===== config.mk =====
export PLATFORM = sky130hd
export DESIGN_NAME = abr_host_port
export DESIGN_NICKNAME = d
export VERILOG_FILES = /design/src/hw/abr_pkg.sv /design/src/hw/abr_host_port.sv /design/src/hw/abr_timekeeper.sv
export SDC_FILE = /design/constraint.sdc
export NUM_CORES = 1
export LEC_CHECK = 0
export BUFFER_PORTS_ARGS = -buffer_cell sky130_fd_sc_hd__buf_2
export CAP_MARGIN = 15
export CORE_AREA = 3 3 110 217
export CTS_CLUSTER_SIZE = 12
export DETAILED_ROUTE_END_ITERATION = 6
export DIE_AREA = 0 0 113 220
export PLACE_DENSITY_LB_ADDON = 0.25
export SYNTH_ARGS = -nofsm -noshare
export SYNTH_HDL_FRONTEND = slang
export SYNTH_SLANG_ARGS = --single-unit

===== constraint.sdc =====
create_clock -name ref_clk_i -period 7.73 [get_ports ref_clk_i]
set_input_delay 1.1595 -clock ref_clk_i [delete_from_list [all_inputs] [get_ports ref_clk_i]]
set_output_delay 1.1595 -clock ref_clk_i [all_outputs]
set_load 0.05 [all_outputs]

===== src/hw/abr_pkg.sv =====
// shared constants and carrier types for the byte-wide rtc host port
// assumes one 125 MHz clock; all pin levels arrive unsynchronised
package abr_pkg;

	localparam int unsigned CLK_MHZ = 125;
	// reset_recovery_period in microseconds
	localparam int unsigned REC_TIME_US = 200;
	localparam int unsigned REC_CYCLES = REC_TIME_US * CLK_MHZ;
	localparam int unsigned REC_W = 24;

	// host-visible locations
	localparam logic [4:0] ADDR_SEC     = 5'h00;
	localparam logic [4:0] ADDR_CENTURY = 5'h07;
	localparam logic [4:0] ADDR_ALARM   = 5'h08;
	localparam logic [4:0] ADDR_WDOG    = 5'h09;
	localparam logic [4:0] ADDR_CTRL    = 5'h0a;
	localparam logic [4:0] ADDR_FLAGS   = 5'h0b;

	// control register fields
	localparam int unsigned CTRL_XFER_EN   = 0;
	localparam int unsigned CTRL_OSC_RUN   = 1;
	localparam int unsigned CTRL_ALARM_IRQ = 2;
	localparam int unsigned CTRL_WDOG_EN   = 3;
	localparam int unsigned CTRL_WDOG_RST  = 4;
	localparam int unsigned CTRL_KICK_IRQ  = 5;
	localparam int unsigned CTRL_WAKE_ALM  = 6;
	localparam int unsigned CTRL_PWR_REL   = 7;
	localparam logic [7:0]  CTRL_RST       = 8'h03;

	// flag register fields
	localparam int unsigned FLAG_ALARM = 0;
	localparam int unsigned FLAG_WDOG  = 1;
	localparam int unsigned FLAG_KICK  = 2;

	// counting limits of the internal time bytes
	localparam logic [7:0] SEC_MAX  = 8'h3b;
	localparam logic [7:0] MIN_MAX  = 8'h3b;
	localparam logic [7:0] HOUR_MAX = 8'h17;
	localparam logic [7:0] DAY_MIN  = 8'h01;
	localparam logic [7:0] DAY_MAX  = 8'h07;

	typedef logic [7:0][7:0] abr_time_t;

	typedef enum logic [1:0] {
		MODE_DESEL = 2'h0,
		MODE_READ  = 2'h1,
		MODE_WRITE = 2'h2
	} abr_mode_t;

	typedef struct packed {
		logic       sel_n;
		logic       oe_n;
		logic       we_n;
		logic [4:0] addr;
		logic [7:0] data;
		logic       ram_in_n;
		logic       pfail;
		logic       kick_n;
		logic       osc_sec;
	} abr_pins_t;

	localparam abr_pins_t PINS_IDLE = '{
		sel_n: 1'b1, oe_n: 1'b1, we_n: 1'b1, addr: 5'h00, data: 8'h00,
		ram_in_n: 1'b1, pfail: 1'b1, kick_n: 1'b1, osc_sec: 1'b0};

endpackage


===== src/hw/abr_host_port.sv =====
// asynchronous byte-wide host port of a battery-backed rtc
// assumes all pin inputs are asynchronous and pass two flip-flops here;
// open-drain pins are given as pull-low enables, pad logic is outside

// Contract
// - accesses honoured only while select is low; otherwise strobes ignored
// - output enable gates whether data pins drive read data
// - time kept twice: internal counters and host-visible copy
// - host can suspend and resume copying into the visible copy
// - internal time advances while oscillator runs, regardless of copying
// - supply below trip level deselects, blocking reads and writes
// - during power fail external ram select forced inactive
// - alarm, watchdog or kickstart can raise interrupt; only watchdog can raise reset output
// - power request raised by wake input or wakeup alarm
// - software can release the power request
// - reset output held while supply is lost or failing
// - read mode when select and output enable low, write strobe high
// - data pins driven only with select and output enable active
// - read follows address changes with no new strobe edge
// - early enabled outputs may show intermediate data until access done
// - old data held briefly after address change, then new data
// - write mode when select and write strobe both low
// - write begins at the later falling edge of select or strobe
// - output enable low before write strobe may show read data
// - falling write strobe turns data drivers off within bounded delay
// - no host access accepted while reset output is asserted
// - reset held for a recovery period after supply returns
// - in retention host inputs ignored, data and interrupt outputs floated
module abr_host_port #(
	parameter int unsigned REC_CYCLES = abr_pkg::REC_CYCLES
) (
	input  wire logic       ref_clk_i,         // system clock
	input  wire logic       rst_i,             // async reset, high
	input  wire logic       select_n_i,        // device select pin
	input  wire logic       out_drive_n_i,     // output-drive enable pin
	input  wire logic       write_n_i,         // write strobe pin
	input  wire logic [4:0] addr_pins_i,       // address pins
	input  wire logic [7:0] data_pins_i,       // data pins, in
	output logic      [7:0] data_pins_o,       // data pins, out
	output logic            data_pins_oe_o,    // data pins drive
	input  wire logic       ext_ram_select_in_n_i,  // ram select in
	output logic            ext_ram_select_out_n_o, // ram select out
	input  wire logic       supply_fail_i,     // main supply below trip
	input  wire logic       kickstart_n_i,     // wake key input
	input  wire logic       osc_sec_i,         // 1 Hz oscillator level
	output logic            irq_n_oe_o,        // interrupt pull low
	output logic            reset_n_oe_o,      // reset pull low
	output logic            supply_on_request_n_oe_o // power request
);

	typedef struct packed {
		abr_pkg::abr_pins_t s1;
		abr_pkg::abr_pins_t s2;
		logic               osc_prev;
		logic               kick_prev;
		logic               tick_d;
		abr_pkg::abr_mode_t mode;
		logic [4:0]         wr_addr;
		logic [7:0]         wr_data;
		abr_pkg::abr_time_t vis;
		logic               pend;
		logic [7:0]         alarm_sec;
		logic [7:0]         wdog_reload;
		logic [7:0]         wdog_cnt;
		logic [7:0]         ctrl;
		logic [2:0]         flags;
		logic               pwr_req;
		logic [abr_pkg::REC_W-1:0] rec_cnt;
		logic [7:0]         dq;
		logic               dq_oe;
		logic               ram_out_n;
		logic               irq_oe;
		logic               rst_oe;
	} abr_st_t;

	// one counter serves power-up, supply fail and watchdog reset
	localparam logic [abr_pkg::REC_W-1:0] REC_LOAD =
		abr_pkg::REC_W'(REC_CYCLES);

	abr_st_t            r;
	abr_st_t            n;
	abr_pkg::abr_time_t tk_time;
	logic               tk_tick;
	logic               tk_load;

	assign tk_tick = r.s2.osc_sec & ~r.osc_prev
		& r.ctrl[abr_pkg::CTRL_OSC_RUN];
	assign tk_load = r.pend & r.ctrl[abr_pkg::CTRL_XFER_EN];

	abr_timekeeper u_tk (
		.ref_clk_i  (ref_clk_i),
		.rst_i      (rst_i),
		.tick_i     (tk_tick),
		.load_i     (tk_load),
		.load_val_i (r.vis),
		.time_o     (tk_time)
	);

	// time bytes sit at the bottom of the map
	function automatic logic is_time_addr(input logic [4:0] a);
		is_time_addr = (a <= abr_pkg::ADDR_CENTURY);
	endfunction

	// host-visible byte at an address; unmapped reads as zero
	function automatic logic [7:0] read_byte(input abr_st_t s,
		input logic [4:0] a);
		read_byte = 8'h00;
		if (is_time_addr(a))
			read_byte = s.vis[a[2:0]];
		else if (a == abr_pkg::ADDR_ALARM)
			read_byte = s.alarm_sec;
		else if (a == abr_pkg::ADDR_WDOG)
			read_byte = s.wdog_cnt;
		else if (a == abr_pkg::ADDR_CTRL)
			read_byte = s.ctrl;
		else if (a == abr_pkg::ADDR_FLAGS)
			read_byte = {5'h00, s.flags};
	endfunction

	always_comb begin
		abr_pkg::abr_pins_t p;
		logic       blocked;
		logic       commit;
		logic [7:0] rdata;
		logic [2:0] fset;
		logic [2:0] fclr;
		logic       wd_fire;
		logic       kick_fall;
		logic       alarm_hit;
		logic       pwr_set;
		logic       pwr_clr;
		p = r.s2;
		n = r;
		fset = 3'h0;
		fclr = 3'h0;
		blocked = 1'b0;
		commit = 1'b0;
		rdata = 8'h00;
		kick_fall = 1'b0;
		alarm_hit = 1'b0;
		pwr_set = 1'b0;
		pwr_clr = 1'b0;
		wd_fire = 1'b0;
		// two stages: pins move with no relation to this clock
		n.s1 = '{sel_n: select_n_i, oe_n: out_drive_n_i,
			we_n: write_n_i, addr: addr_pins_i, data: data_pins_i,
			ram_in_n: ext_ram_select_in_n_i, pfail: supply_fail_i,
			kick_n: kickstart_n_i, osc_sec: osc_sec_i};
		n.s2 = r.s1;
		n.osc_prev = p.osc_sec;
		n.kick_prev = p.kick_n;
		n.tick_d = tk_tick;

		// no access in fail or recovery
		blocked = p.pfail | (r.rec_cnt != '0);

		if (blocked || p.sel_n)
			n.mode = abr_pkg::MODE_DESEL;
		else if (!p.we_n)
			n.mode = abr_pkg::MODE_WRITE;
		else
			n.mode = abr_pkg::MODE_READ;

		if (n.mode == abr_pkg::MODE_WRITE) begin
			n.wr_addr = p.addr;
			n.wr_data = p.data;
		end
		// commit on first rise; a fail mid-write drops it
		commit = (r.mode == abr_pkg::MODE_WRITE)
			&& (n.mode != abr_pkg::MODE_WRITE) && !blocked;

		// copy internal time unless suspended or host data pending
		if (r.ctrl[abr_pkg::CTRL_XFER_EN]) begin
			if (r.pend)
				n.pend = 1'b0;
			else
				n.vis = tk_time;
		end

		// alarm compares seconds just after they advanced
		alarm_hit = r.tick_d && (tk_time[0] == r.alarm_sec);
		kick_fall = r.kick_prev & ~p.kick_n & ~p.pfail;

		// watchdog counts seconds down from its reload value
		if (r.ctrl[abr_pkg::CTRL_WDOG_EN] && tk_tick
			&& r.wdog_reload != 8'h00) begin
			if (r.wdog_cnt <= 8'h01) begin
				wd_fire = 1'b1;
				n.wdog_cnt = r.wdog_reload;
			end else begin
				n.wdog_cnt = r.wdog_cnt - 8'h01;
			end
		end

		if (commit) begin
			unique case (r.wr_addr)
				abr_pkg::ADDR_ALARM: n.alarm_sec = r.wr_data;
				abr_pkg::ADDR_WDOG: begin
					n.wdog_reload = r.wr_data;
					n.wdog_cnt = r.wr_data;
				end
				abr_pkg::ADDR_CTRL: begin
					n.ctrl = r.wr_data;
					n.ctrl[abr_pkg::CTRL_PWR_REL] = 1'b0;
					pwr_clr = r.wr_data[abr_pkg::CTRL_PWR_REL];
				end
				abr_pkg::ADDR_FLAGS: fclr = r.wr_data[2:0];
				default: begin
					// host writes land in the visible copy; pend then loads it into the counters
					if (is_time_addr(r.wr_addr)) begin
						n.vis[r.wr_addr[2:0]] = r.wr_data;
						n.pend = 1'b1;
					end
				end
			endcase
		end

		fset[abr_pkg::FLAG_ALARM] = alarm_hit;
		fset[abr_pkg::FLAG_WDOG] = wd_fire;
		fset[abr_pkg::FLAG_KICK] = kick_fall;
		n.flags = (r.flags & ~fclr) | fset;

		pwr_set = kick_fall
			| (alarm_hit & r.ctrl[abr_pkg::CTRL_WAKE_ALM]);
		if (pwr_set)
			n.pwr_req = 1'b1;
		else if (pwr_clr)
			n.pwr_req = 1'b0;

		// hold reset through fail plus recovery
		if (p.pfail)
			n.rec_cnt = REC_LOAD;
		// watchdog may reset the processor instead of interrupting
		else if (wd_fire && r.ctrl[abr_pkg::CTRL_WDOG_RST])
			n.rec_cnt = REC_LOAD;
		else if (r.rec_cnt != '0)
			n.rec_cnt = r.rec_cnt - 1'b1;

		// read data follows the synced address each cycle
		rdata = read_byte(r, p.addr);
		// bus may show stale data until the new byte lands
		n.dq = rdata;
		// drive only in read with enable low
		n.dq_oe = (n.mode == abr_pkg::MODE_READ) && !p.oe_n;

		// ram select forced off during fail
		n.ram_out_n = p.pfail | p.ram_in_n;
		n.irq_oe = !p.pfail && (
			(r.flags[abr_pkg::FLAG_ALARM]
				& r.ctrl[abr_pkg::CTRL_ALARM_IRQ])
			| (r.flags[abr_pkg::FLAG_KICK]
				& r.ctrl[abr_pkg::CTRL_KICK_IRQ])
			| (r.flags[abr_pkg::FLAG_WDOG]
				& r.ctrl[abr_pkg::CTRL_WDOG_EN]
				& ~r.ctrl[abr_pkg::CTRL_WDOG_RST]));
		n.rst_oe = p.pfail | (r.rec_cnt != '0);
	end

	// power-up counts as a fail: reset stays low for the recovery time
	always_ff @(posedge ref_clk_i or posedge rst_i) begin
		if (rst_i) begin
			r <= '0;
			r.s1 <= abr_pkg::PINS_IDLE;
			r.s2 <= abr_pkg::PINS_IDLE;
			r.osc_prev <= 1'b0;
			r.kick_prev <= 1'b1;
			r.mode <= abr_pkg::MODE_DESEL;
			r.ctrl <= abr_pkg::CTRL_RST;
			r.rec_cnt <= REC_LOAD;
			r.ram_out_n <= 1'b1;
			r.rst_oe <= 1'b1;
		end else begin
			r <= n;
		end
	end

	assign data_pins_o = r.dq;
	assign data_pins_oe_o = r.dq_oe;
	assign ext_ram_select_out_n_o = r.ram_out_n;
	assign irq_n_oe_o = r.irq_oe;
	assign reset_n_oe_o = r.rst_oe;
	assign supply_on_request_n_oe_o = r.pwr_req;

endmodule


===== src/hw/abr_timekeeper.sv =====
// internal counting copy of the time registers
// assumes tick_i is a one-cycle pulse once per second, same clock
module abr_timekeeper (
	input  wire logic              ref_clk_i,  // system clock
	input  wire logic              rst_i,      // async reset, high
	input  wire logic              tick_i,     // one-second pulse
	input  wire logic              load_i,     // take load_val_i
	input  wire abr_pkg::abr_time_t load_val_i, // host-written time
	output abr_pkg::abr_time_t      time_o      // internal time
);

	typedef struct packed {
		abr_pkg::abr_time_t t;
	} abr_tk_st_t;

	abr_tk_st_t r;
	abr_tk_st_t n;

	// returns {carry, next value}
	function automatic logic [8:0] inc_wrap(input logic [7:0] v,
		input logic [7:0] lo, input logic [7:0] hi);
		if (v >= hi)
			inc_wrap = {1'b1, lo};
		else
			inc_wrap = {1'b0, 8'(v + 8'h01)};
	endfunction

	always_comb begin
		logic [8:0] s;
		logic [8:0] m;
		logic [8:0] h;
		logic [8:0] d;
		s = inc_wrap(r.t[0], 8'h00, abr_pkg::SEC_MAX);
		m = inc_wrap(r.t[1], 8'h00, abr_pkg::MIN_MAX);
		h = inc_wrap(r.t[2], 8'h00, abr_pkg::HOUR_MAX);
		d = inc_wrap(r.t[3], abr_pkg::DAY_MIN, abr_pkg::DAY_MAX);
		n = r;
		if (load_i) begin
			n.t = load_val_i;
		end else if (tick_i) begin
			n.t[0] = s[7:0];
			if (s[8]) begin
				n.t[1] = m[7:0];
				if (m[8]) begin
					n.t[2] = h[7:0];
					if (h[8])
						n.t[3] = d[7:0];
				end
			end
		end
	end

	always_ff @(posedge ref_clk_i or posedge rst_i) begin
		if (rst_i)
			r <= '0;
		else
			r <= n;
	end

	assign time_o = r.t;

endmodule


---- Word-level counts from Yosys, hierarchy flattened ----
Index checks and enable logic that the tools add are counted.
storage, ports and cells
  flip-flop bits (word level) ............. 258
  bits of input ports ..................... 22
  output and inout bits ................... 13
  word-level logic and storage cells ...... 174
operators by class
  add/subtract/negate cells ............... 6
  order comparisons ....................... 10
  eq/ne operators ......................... 13
  muxes and demuxes ....................... 42
  bitwise operators ....................... 22
  reductions and logical operators ........ 28
operators with widths
  kind                                                                number
  two-way mux 65 bit                                                  3
  two-way mux 97 bit                                                  1
  two-way mux 24 bit                                                  4
  two-way mux 8 bit                                                   10
  bitwise mux 64 bit                                                  1
  two-way mux 32 bit                                                  2
  two-way mux 64 bit                                                  1
  equality test 5 x 4 -> 1 bit (second input constant)                8
  adder 8 x 1 -> 8 bit (second input constant)                        4
  two-way mux 16 bit                                                  2
  two-way mux 9 bit                                                   3
  binary-select mux 8 bit (select 3 bit)                              1
  demux 8 bit (select 3 bit)                                          1
  nonzero test 24 bit                                                 1
  subtractor 24 x 1 -> 24 bit (second input constant)                 1
  greater-or-equal comparator 8 x 6 -> 1 bit (second input constant)  2
  two-way mux 7 bit                                                   2
  bitwise AND 1 bit                                                   10
  <= comparator 5 x 3 -> 1 bit (second input constant)                2
  nonzero test 2 bit                                                  5
  logical AND 1 bit                                                   9
  two-way mux 3 bit                                                   3
  equality test 8 bit                                                 1
  greater-or-equal comparator 8 x 3 -> 1 bit (second input constant)  1
  other kinds (23)                                                    43

---- Depth between registers and ports, before layout ----
Gate-level depths: netlist of the first run.
  depth in word-level cells ............... 11
  depth in mapped cells ................... 9
  depth with buffers taken out ............ 7

---- Modules after synthesis ----
Synthesis of the first run repeated with hierarchy kept, for this count alone.
second synthesis, totals
  cells, all modules ...................... 1052
  area total of the unflattened synthesis .. 11952.7 um^2
by module, submodules not included
  module          times used  cells each  area an instance (um^2)  seq. area each (um^2)
  abr_host_port   1           820         9087.5                   4883.4
  abr_timekeeper  1           232         2865.2                   1601.5

---- Worst setup path after synthesis of the first run ----
Ideal clock, no wire load.
  path kind ............................... flip-flop to flip-flop
  start ................................... register r[16] (netlist name)
  end ..................................... register r[54] (netlist name)
  setup time .............................. 0.128 ns
  data arrival time ....................... 2.541 ns
  path slack .............................. 5.062 ns
  cell stages (with the launch flop) ...... 9
  buffers on the path ..................... 3
  period minus slack after synthesis ...... 2.668 ns
  path through ............................ dfrtp_1 or4_1 buf_2 or4_1 buf_2 and4bb_2 nand3_1 buf_2 mux2_1
RTL lines
  element                 RTL line              source
  start, declared         abr_host_port.sv:80   abr_st_t r;
  start signal, assigned  abr_host_port.sv:273  r <= n;

==> results of run 1 <==
-- power groups by stage --
stage                     Clock (uW)  Combinational, uW  Sequential [uW]
final                           1110               87.6             1400
after global routing            1180               98.1             1400
after CTS                       1130               90.3             1400
after detailed placement           0               90.4             1420
after global placement             0               88.9             1420
after floorplan                    0               66.5             1410
-- through the flow --
stage,hold WS [ns],setup slack [ns]
after floorplan,0.3312,3.190
after global placement,0.3334,4.077
after detailed placement,0.3347,4.035
after CTS,0.3446,3.975
after global routing,0.3520,4.379
final,0.3440,4.562
-- per-layer routing --
metal,GRT usage,wire length [um],up-vias
met5,0,0,-
met1,0.2811,11200,4307
met4,0.1167,1457,0
li1,-,-,3988
met3,0.02116,888,69
met2,0.4341,15530,189
-- kinds of logic after synthesis --
family | count (synthesis) | share of synthesized area
simple gates | 404 | 0.1609
flops | 258 | 0.5444
compound gates | 219 | 0.1095
mux | 135 | 0.1376
buf+inv | 96 | 0.03330
xor+xnor | 8 | 0.005883
fa+ha+maj | 8 | 0.008404
-- area by class of cell --
class                           count  area [sq um]  share of cell area
Sequential cell                   258          6485              0.5005
Multi-Input combinational cell    774          5045              0.3893
Clock buffer                       45         710.7             0.05485
Tap cell                          276         345.3             0.02665
Timing Repair Buffer               45         285.3             0.02202
Inverter                           22         86.33            0.006663
-- cell usage in the layout (no fill, tap or decap), types with 8 or more instances in the layout --
master     Yosys  final
ha_1           8      8
buf_2          5     34
mux2_1        14     14
nor4_1         9      8
nand2_1      148    147
nor3_1        19     19
nand4_1       14     14
nand2b_1      10     10
nor2_1       110    110
or4_1         13     13
a21oi_1      108    108
inv_1         22     21
mux2i_1       76     76
or3_1         24     24
mux4_2        19     19
clkbuf_1      57     19
dfstp_2       23     23
o21ai_0       40     40
mux2_2        26     26
dfrtp_1      235    235
nand3_1       19     19
a31oi_1        8      8
clkbuf_16      0     25
-- sequential cells by signal (all words and copies together), names as in the netlist --
name / flops
r: 159
u_tk.time_o: 64
n: 22
data_pins_o: 8
data_pins_oe_o: 1
ext_ram_select_out_n_o: 1
irq_n_oe_o: 1
reset_n_oe_o: 1
supply_on_request_n_oe_o: 1
-- path summary, 6_finish.rpt --
| kind | cells after the start | slack, ns | end | from |
|---|---|---|---|---|
| hold / removal | 0 | 0.34 | r[162]$_DFF_PP0_ | n[162]$_DFF_PP0_ |
| setup reg to reg | 5 | 4.56 | r[49]$_DFF_PP0_ | r[16]$_DFFE_PP0P_ |
| max in group asynchronous | 3 | 5.48 | u_tk.time_o[53]$_DFFE_PP0P_ | rst_i |
| setup / recovery | 5 | 4.56 | r[49]$_DFF_PP0_ | r[16]$_DFFE_PP0P_ |
| min in group asynchronous | 2 | 0.83 | u_tk.time_o[60]$_DFFE_PP0P_ | rst_i |
| hold reg to reg | 0 | 0.34 | r[162]$_DFF_PP0_ | n[162]$_DFF_PP0_ |
==> results_dict.tcl, run 1 <==
set metrics [dict create \
    grt_pass1_vias 8719 \
    rsz0062_at_grt "false" \
    yosysWarnings 0 \
    num_vias 8553 \
    fillers 1897 \
    drt_first_pass_iters 7 \
    slew_violations 0 \
    areaGrowthSynthToFinish_pct 8.781 \
    drive_gt1_frac 0.1337 \
    routed_wl_um 29070 \
    htreeDepth 1 \
    die-area_sq_mm 0.02486 \
    setup_viol 0 \
    synth_edf_count 0 \
    post-route-util 0.5797 \
    async_reset_ff_frac 1.000 \
    critical_path.most_common_cell "or4_1" \
    cap_violations 0 \
    power_uw 2596 \
    p_leak_uw 0.006488 \
    die_h_um 220 \
    synth_top_cell_by_area "dfrtp_1" \
    critPathSlowestCell "or4_1" \
    cp.required_ns 8.13 \
    p_comb_frac 0.034 \
    synthTopCellsByArea "dfrtp_1, mux2i_1, dfstp_2" \
    die_w_um 113 \
    grt_max_degree 147 \
    postCtsSetupBuffers 0 \
    cpPeakStageDelay_ns 0.68 \
    cts_tree "yes" \
    hpwl_um 19330 \
    gr-total-overflow 0 \
    drtIter0Drc 744 \
    critPathBufInv 0 \
    gp_congestion 0.8812 \
    cp-end-kind "flip-flop" \
    cts_hold_buf 0 \
    finalNetCount 1156 \
    cp-start-kind "flip-flop" \
    synth_cells 1128 \
    synth_top_area_frac 0.4937 \
    powerDensity_mw_per_mm2 200.3 \
    vdd_ir_drop_max_mv 0.2319 \
    drt-vias-per-instance 6.023 \
    syn-num-nets 1158 \
    antenna_found_initial 0 \
    hold_class "flip-flop to flip-flop" \
    numCtsBuffers 25 \
    track_usage 0.2391 \
    switchingPower_uw 578.3 \
    core_area_sq_mm 0.02235 \
    cts_num_sinks 258 \
    drt_drc_violations_left 0 \
    dp_cells 1372 \
    worstPathMaxFanout 11 \
    cts_resized 0 \
    fin_crit_sh 0.4098 \
    layoutNonFillerInstCount 1420 \
    skew_ns 0.01668 \
    syn_avg_cell_area_sq_um 10.56 \
    clockPowerShare 0.428 \
    worstSkewPairLatency_ns 0.53 \
    crit_arrival_ns 3.57 \
    worst_slew_pin_slew_ns 1.167 \
    slew_headroom 0.2219 \
    finalSetupTns_ns 0 \
    ys.flop_type "dfrtp_1" \
    cts.clk_slew.worst_paths_ns 0.06 \
    root_buffer "clkbuf_16" \
    cts_buffer_depth 3 \
    synthTopCellsByCount "dfrtp_1, nand2_1, nor2_1" \
    avgRoutedWirePerCell_um 20.47 \
    path_class "flip-flop to flip-flop" \
    crit_chain "or4_1, or4_1, and4bb_2, nand3_1, mux2_1" \
    sw_frac_of_total 0.2228 \
    hold_violations 0 \
    grt_pass1_wl_um 47120 \
    crit_family "simple AND/OR/NAND/NOR gates" \
    rows 77 \
    yosysMostFrequentCell "dfrtp_1" \
    yosysSeqAreaShare 0.5444 \
    diodes 0 \
    postRouteAntennaNets 0 \
    clock.fmax_mhz 315.7 \
    syn_area_sq_mm 0.01191 \
    portBuffers 34 \
    p_seq_frac 0.539 \
    synth_cell_types 67 \
    place_area_sq_mm 0.01220 \
    status "completed" \
    intPower_uw 2018 \
    period_needed_ns 3.168 \
    ys_seq_elements 258 \
    initial_core_util 0.5329 \
    final_area_sq_mm 0.01296 \
    ios 35 \
]
(Power assumes the default switching activity.)
==> run 2: changes to the inputs <==
- clock period: 7.73 -> 2.9 ns (I/O delays scaled with it)
==> results_dict.tcl, run 2 (synthesis gave the netlist of run 1 again) <==
set metrics [dict create \
    status "completed" \
    layout_common_cells "dfrtp_1, nand2_1, nor2_1, a21oi_1, mux2i_1" \
    skew_ns 0.01656 \
    core_area_sq_mm 0.02235 \
    numCtsBuffers 25 \
    track_usage 0.2459 \
    areaGrowthSynthToFinish_pct 11.73 \
    drt-vias-per-instance 6.047 \
    drt_drc_violations_left 0 \
    grt_max_degree 58 \
    cts_tree "yes" \
    preCtsSetupSlack_ns 0.08525 \
    post-route-util 0.5954 \
    crit_family "simple AND/OR/NAND/NOR gates" \
    portBuffers 34 \
    cp-start-kind "flip-flop" \
    grt_pass1_wl_um 48130 \
    layoutNonFillerInstCount 1461 \
    worstPathMaxFanout 13 \
    cp.required_ns 3.29 \
    cpPeakStageDelay_ns 0.64 \
    postRouteAntennaNets 0 \
    htreeDepth 1 \
    crit_chain "or4_1, buf_4, nor4_2, nand2_1, or3_2, mux2_1" \
    powerDensity_mw_per_mm2 520.8 \
    clock.fmax_mhz 362.2 \
    regMostFlops "r" \
    diodes 0 \
    hold_class "input port to flip-flop" \
    drt_first_pass_iters 5 \
    setup_viol 0 \
    drtIter0Drc 605 \
    worst_slew_pin_slew_ns 0.8575 \
    cts_num_sinks 258 \
    cts.clk_slew.worst_paths_ns 0.06 \
    hpwl_um 20440 \
    gp_congestion 0.8773 \
    gr-total-overflow 0 \
    final_area_sq_mm 0.01331 \
    initial_core_util 0.5329 \
    avgRoutedWirePerCell_um 20.47 \
    drive_gt1_frac 0.1637 \
    cp-end-kind "flip-flop" \
    critPathBufInv 1 \
    cap_violations 0 \
    fin_crit_sh 0.9521 \
    place_area_sq_mm 0.01257 \
    die_h_um 220 \
    slew_headroom 0.4284 \
    p_leak_uw 0.006697 \
    setup_ws_ns 0.1391 \
    critPathSlowestCell "or3_2" \
    die-area_sq_mm 0.02486 \
    dp_cells 1414 \
    crit_arrival_ns 3.15 \
    die_w_um 113 \
    finalNetCount 1198 \
    hold_violations 0 \
    num_vias 8834 \
    rsz0062_at_grt "false" \
    hold_ws_ns 0.01809 \
    slew_violations 0 \
    period_needed_ns 2.761 \
    worstSkewPairLatency_ns 0.53 \
    rows 77 \
    cts_buffer_depth 3 \
    final_common_cell "dfrtp_1" \
    largest_register_ffs 159 \
    vdd_ir_drop_max_mv 0.4745 \
    antenna_found_initial 0 \
    ios 35 \
    root_buffer "clkbuf_16" \
    grt_pass1_vias 8938 \
    path_class "flip-flop to flip-flop" \
    routed_wl_um 29900 \
]
==> run 2: final timing paths <==
check | from | end | slack, ns | cells after the start
worst min-delay path | data_pins_i[7] | n[166]$_DFF_PP0_ | 0.02 | 1
min in group asynchronous | rst_i | r[133]$_DFF_PP0_ | 0.04 | 2
worst max register to register | r[16]$_DFFE_PP0P_ | r[140]$_DFFE_PP0P_ | 0.14 | 6
max in group asynchronous | rst_i | r[31]$_DFFE_PP0P_ | 1.92 | 4
worst min register to register | n[159]$_DFF_PP0_ | r[159]$_DFF_PP0_ | 0.35 | 0
worst max-delay path | r[16]$_DFFE_PP0P_ | r[140]$_DFFE_PP0P_ | 0.14 | 6
==> run 2: worst reg2reg max path: cells and delay by family, from the launching register on <==
kind | cells | cell delay (ns)
buffers and inverters | 1 | 0.18
flip-flops | 1 | 0.41
multiplexers | 1 | 0.40
AND/OR/NAND/NOR | 4 | 1.65
==> run 2: where the power goes <==
part	leakage, uW	internal (uW)	switching, uW	total, uW
registers	0.00343	3660	66.4	3730
clock network	0.000339	1630	1320	2950
logic	0.00293	88.1	161	250
total	0.00670	5390	1540	6930
==> run 2: timing repair <==
action                                 CTS  global route
endpoints found under the hold margin    3             0
hold buffers                             3             0
setup endpoints to repair                0             8
gates resized for setup                  0             1
buffers inserted                         0             0
==> run 2: area by class of cell <==
| cell class | instances | area, sq um |
|---|---|---|
| clock buffer | 43 | 703.2 |
| tap | 276 | 345.3 |
| fill | 1874 | 9042 |
| timing repair buffer | 87 | 638.1 |
| clock inverter | 1 | 5.005 |
| multi-input combinational | 774 | 5046 |
| inverter | 22 | 86.33 |
| sequential | 258 | 6485 |
==> run 2: metrics by stage <==
| stage | power (uW) | TNS (ns) |
|---|---|---|
| 2_1_floorplan | 3936 | -215.77 |
| 3_3_place_gp | 4041 | 0 |
| 3_5_place_dp | 4047 | 0 |
| 4_1_cts | 7011 | 0 |
| 5_1_grt | 7160 | 0 |
| 6_report | 6931 | 0 |
==> run 2: per-layer routing <==
| layer | track usage | wire [um] |
|---|---|---|
| met4 | 0.1171 | 1380 |
| met2 | 0.4543 | 16280 |
| met5 | 0 | 0 |
| met1 | 0.2826 | 11090 |
| met3 | 0.02253 | 1160 |
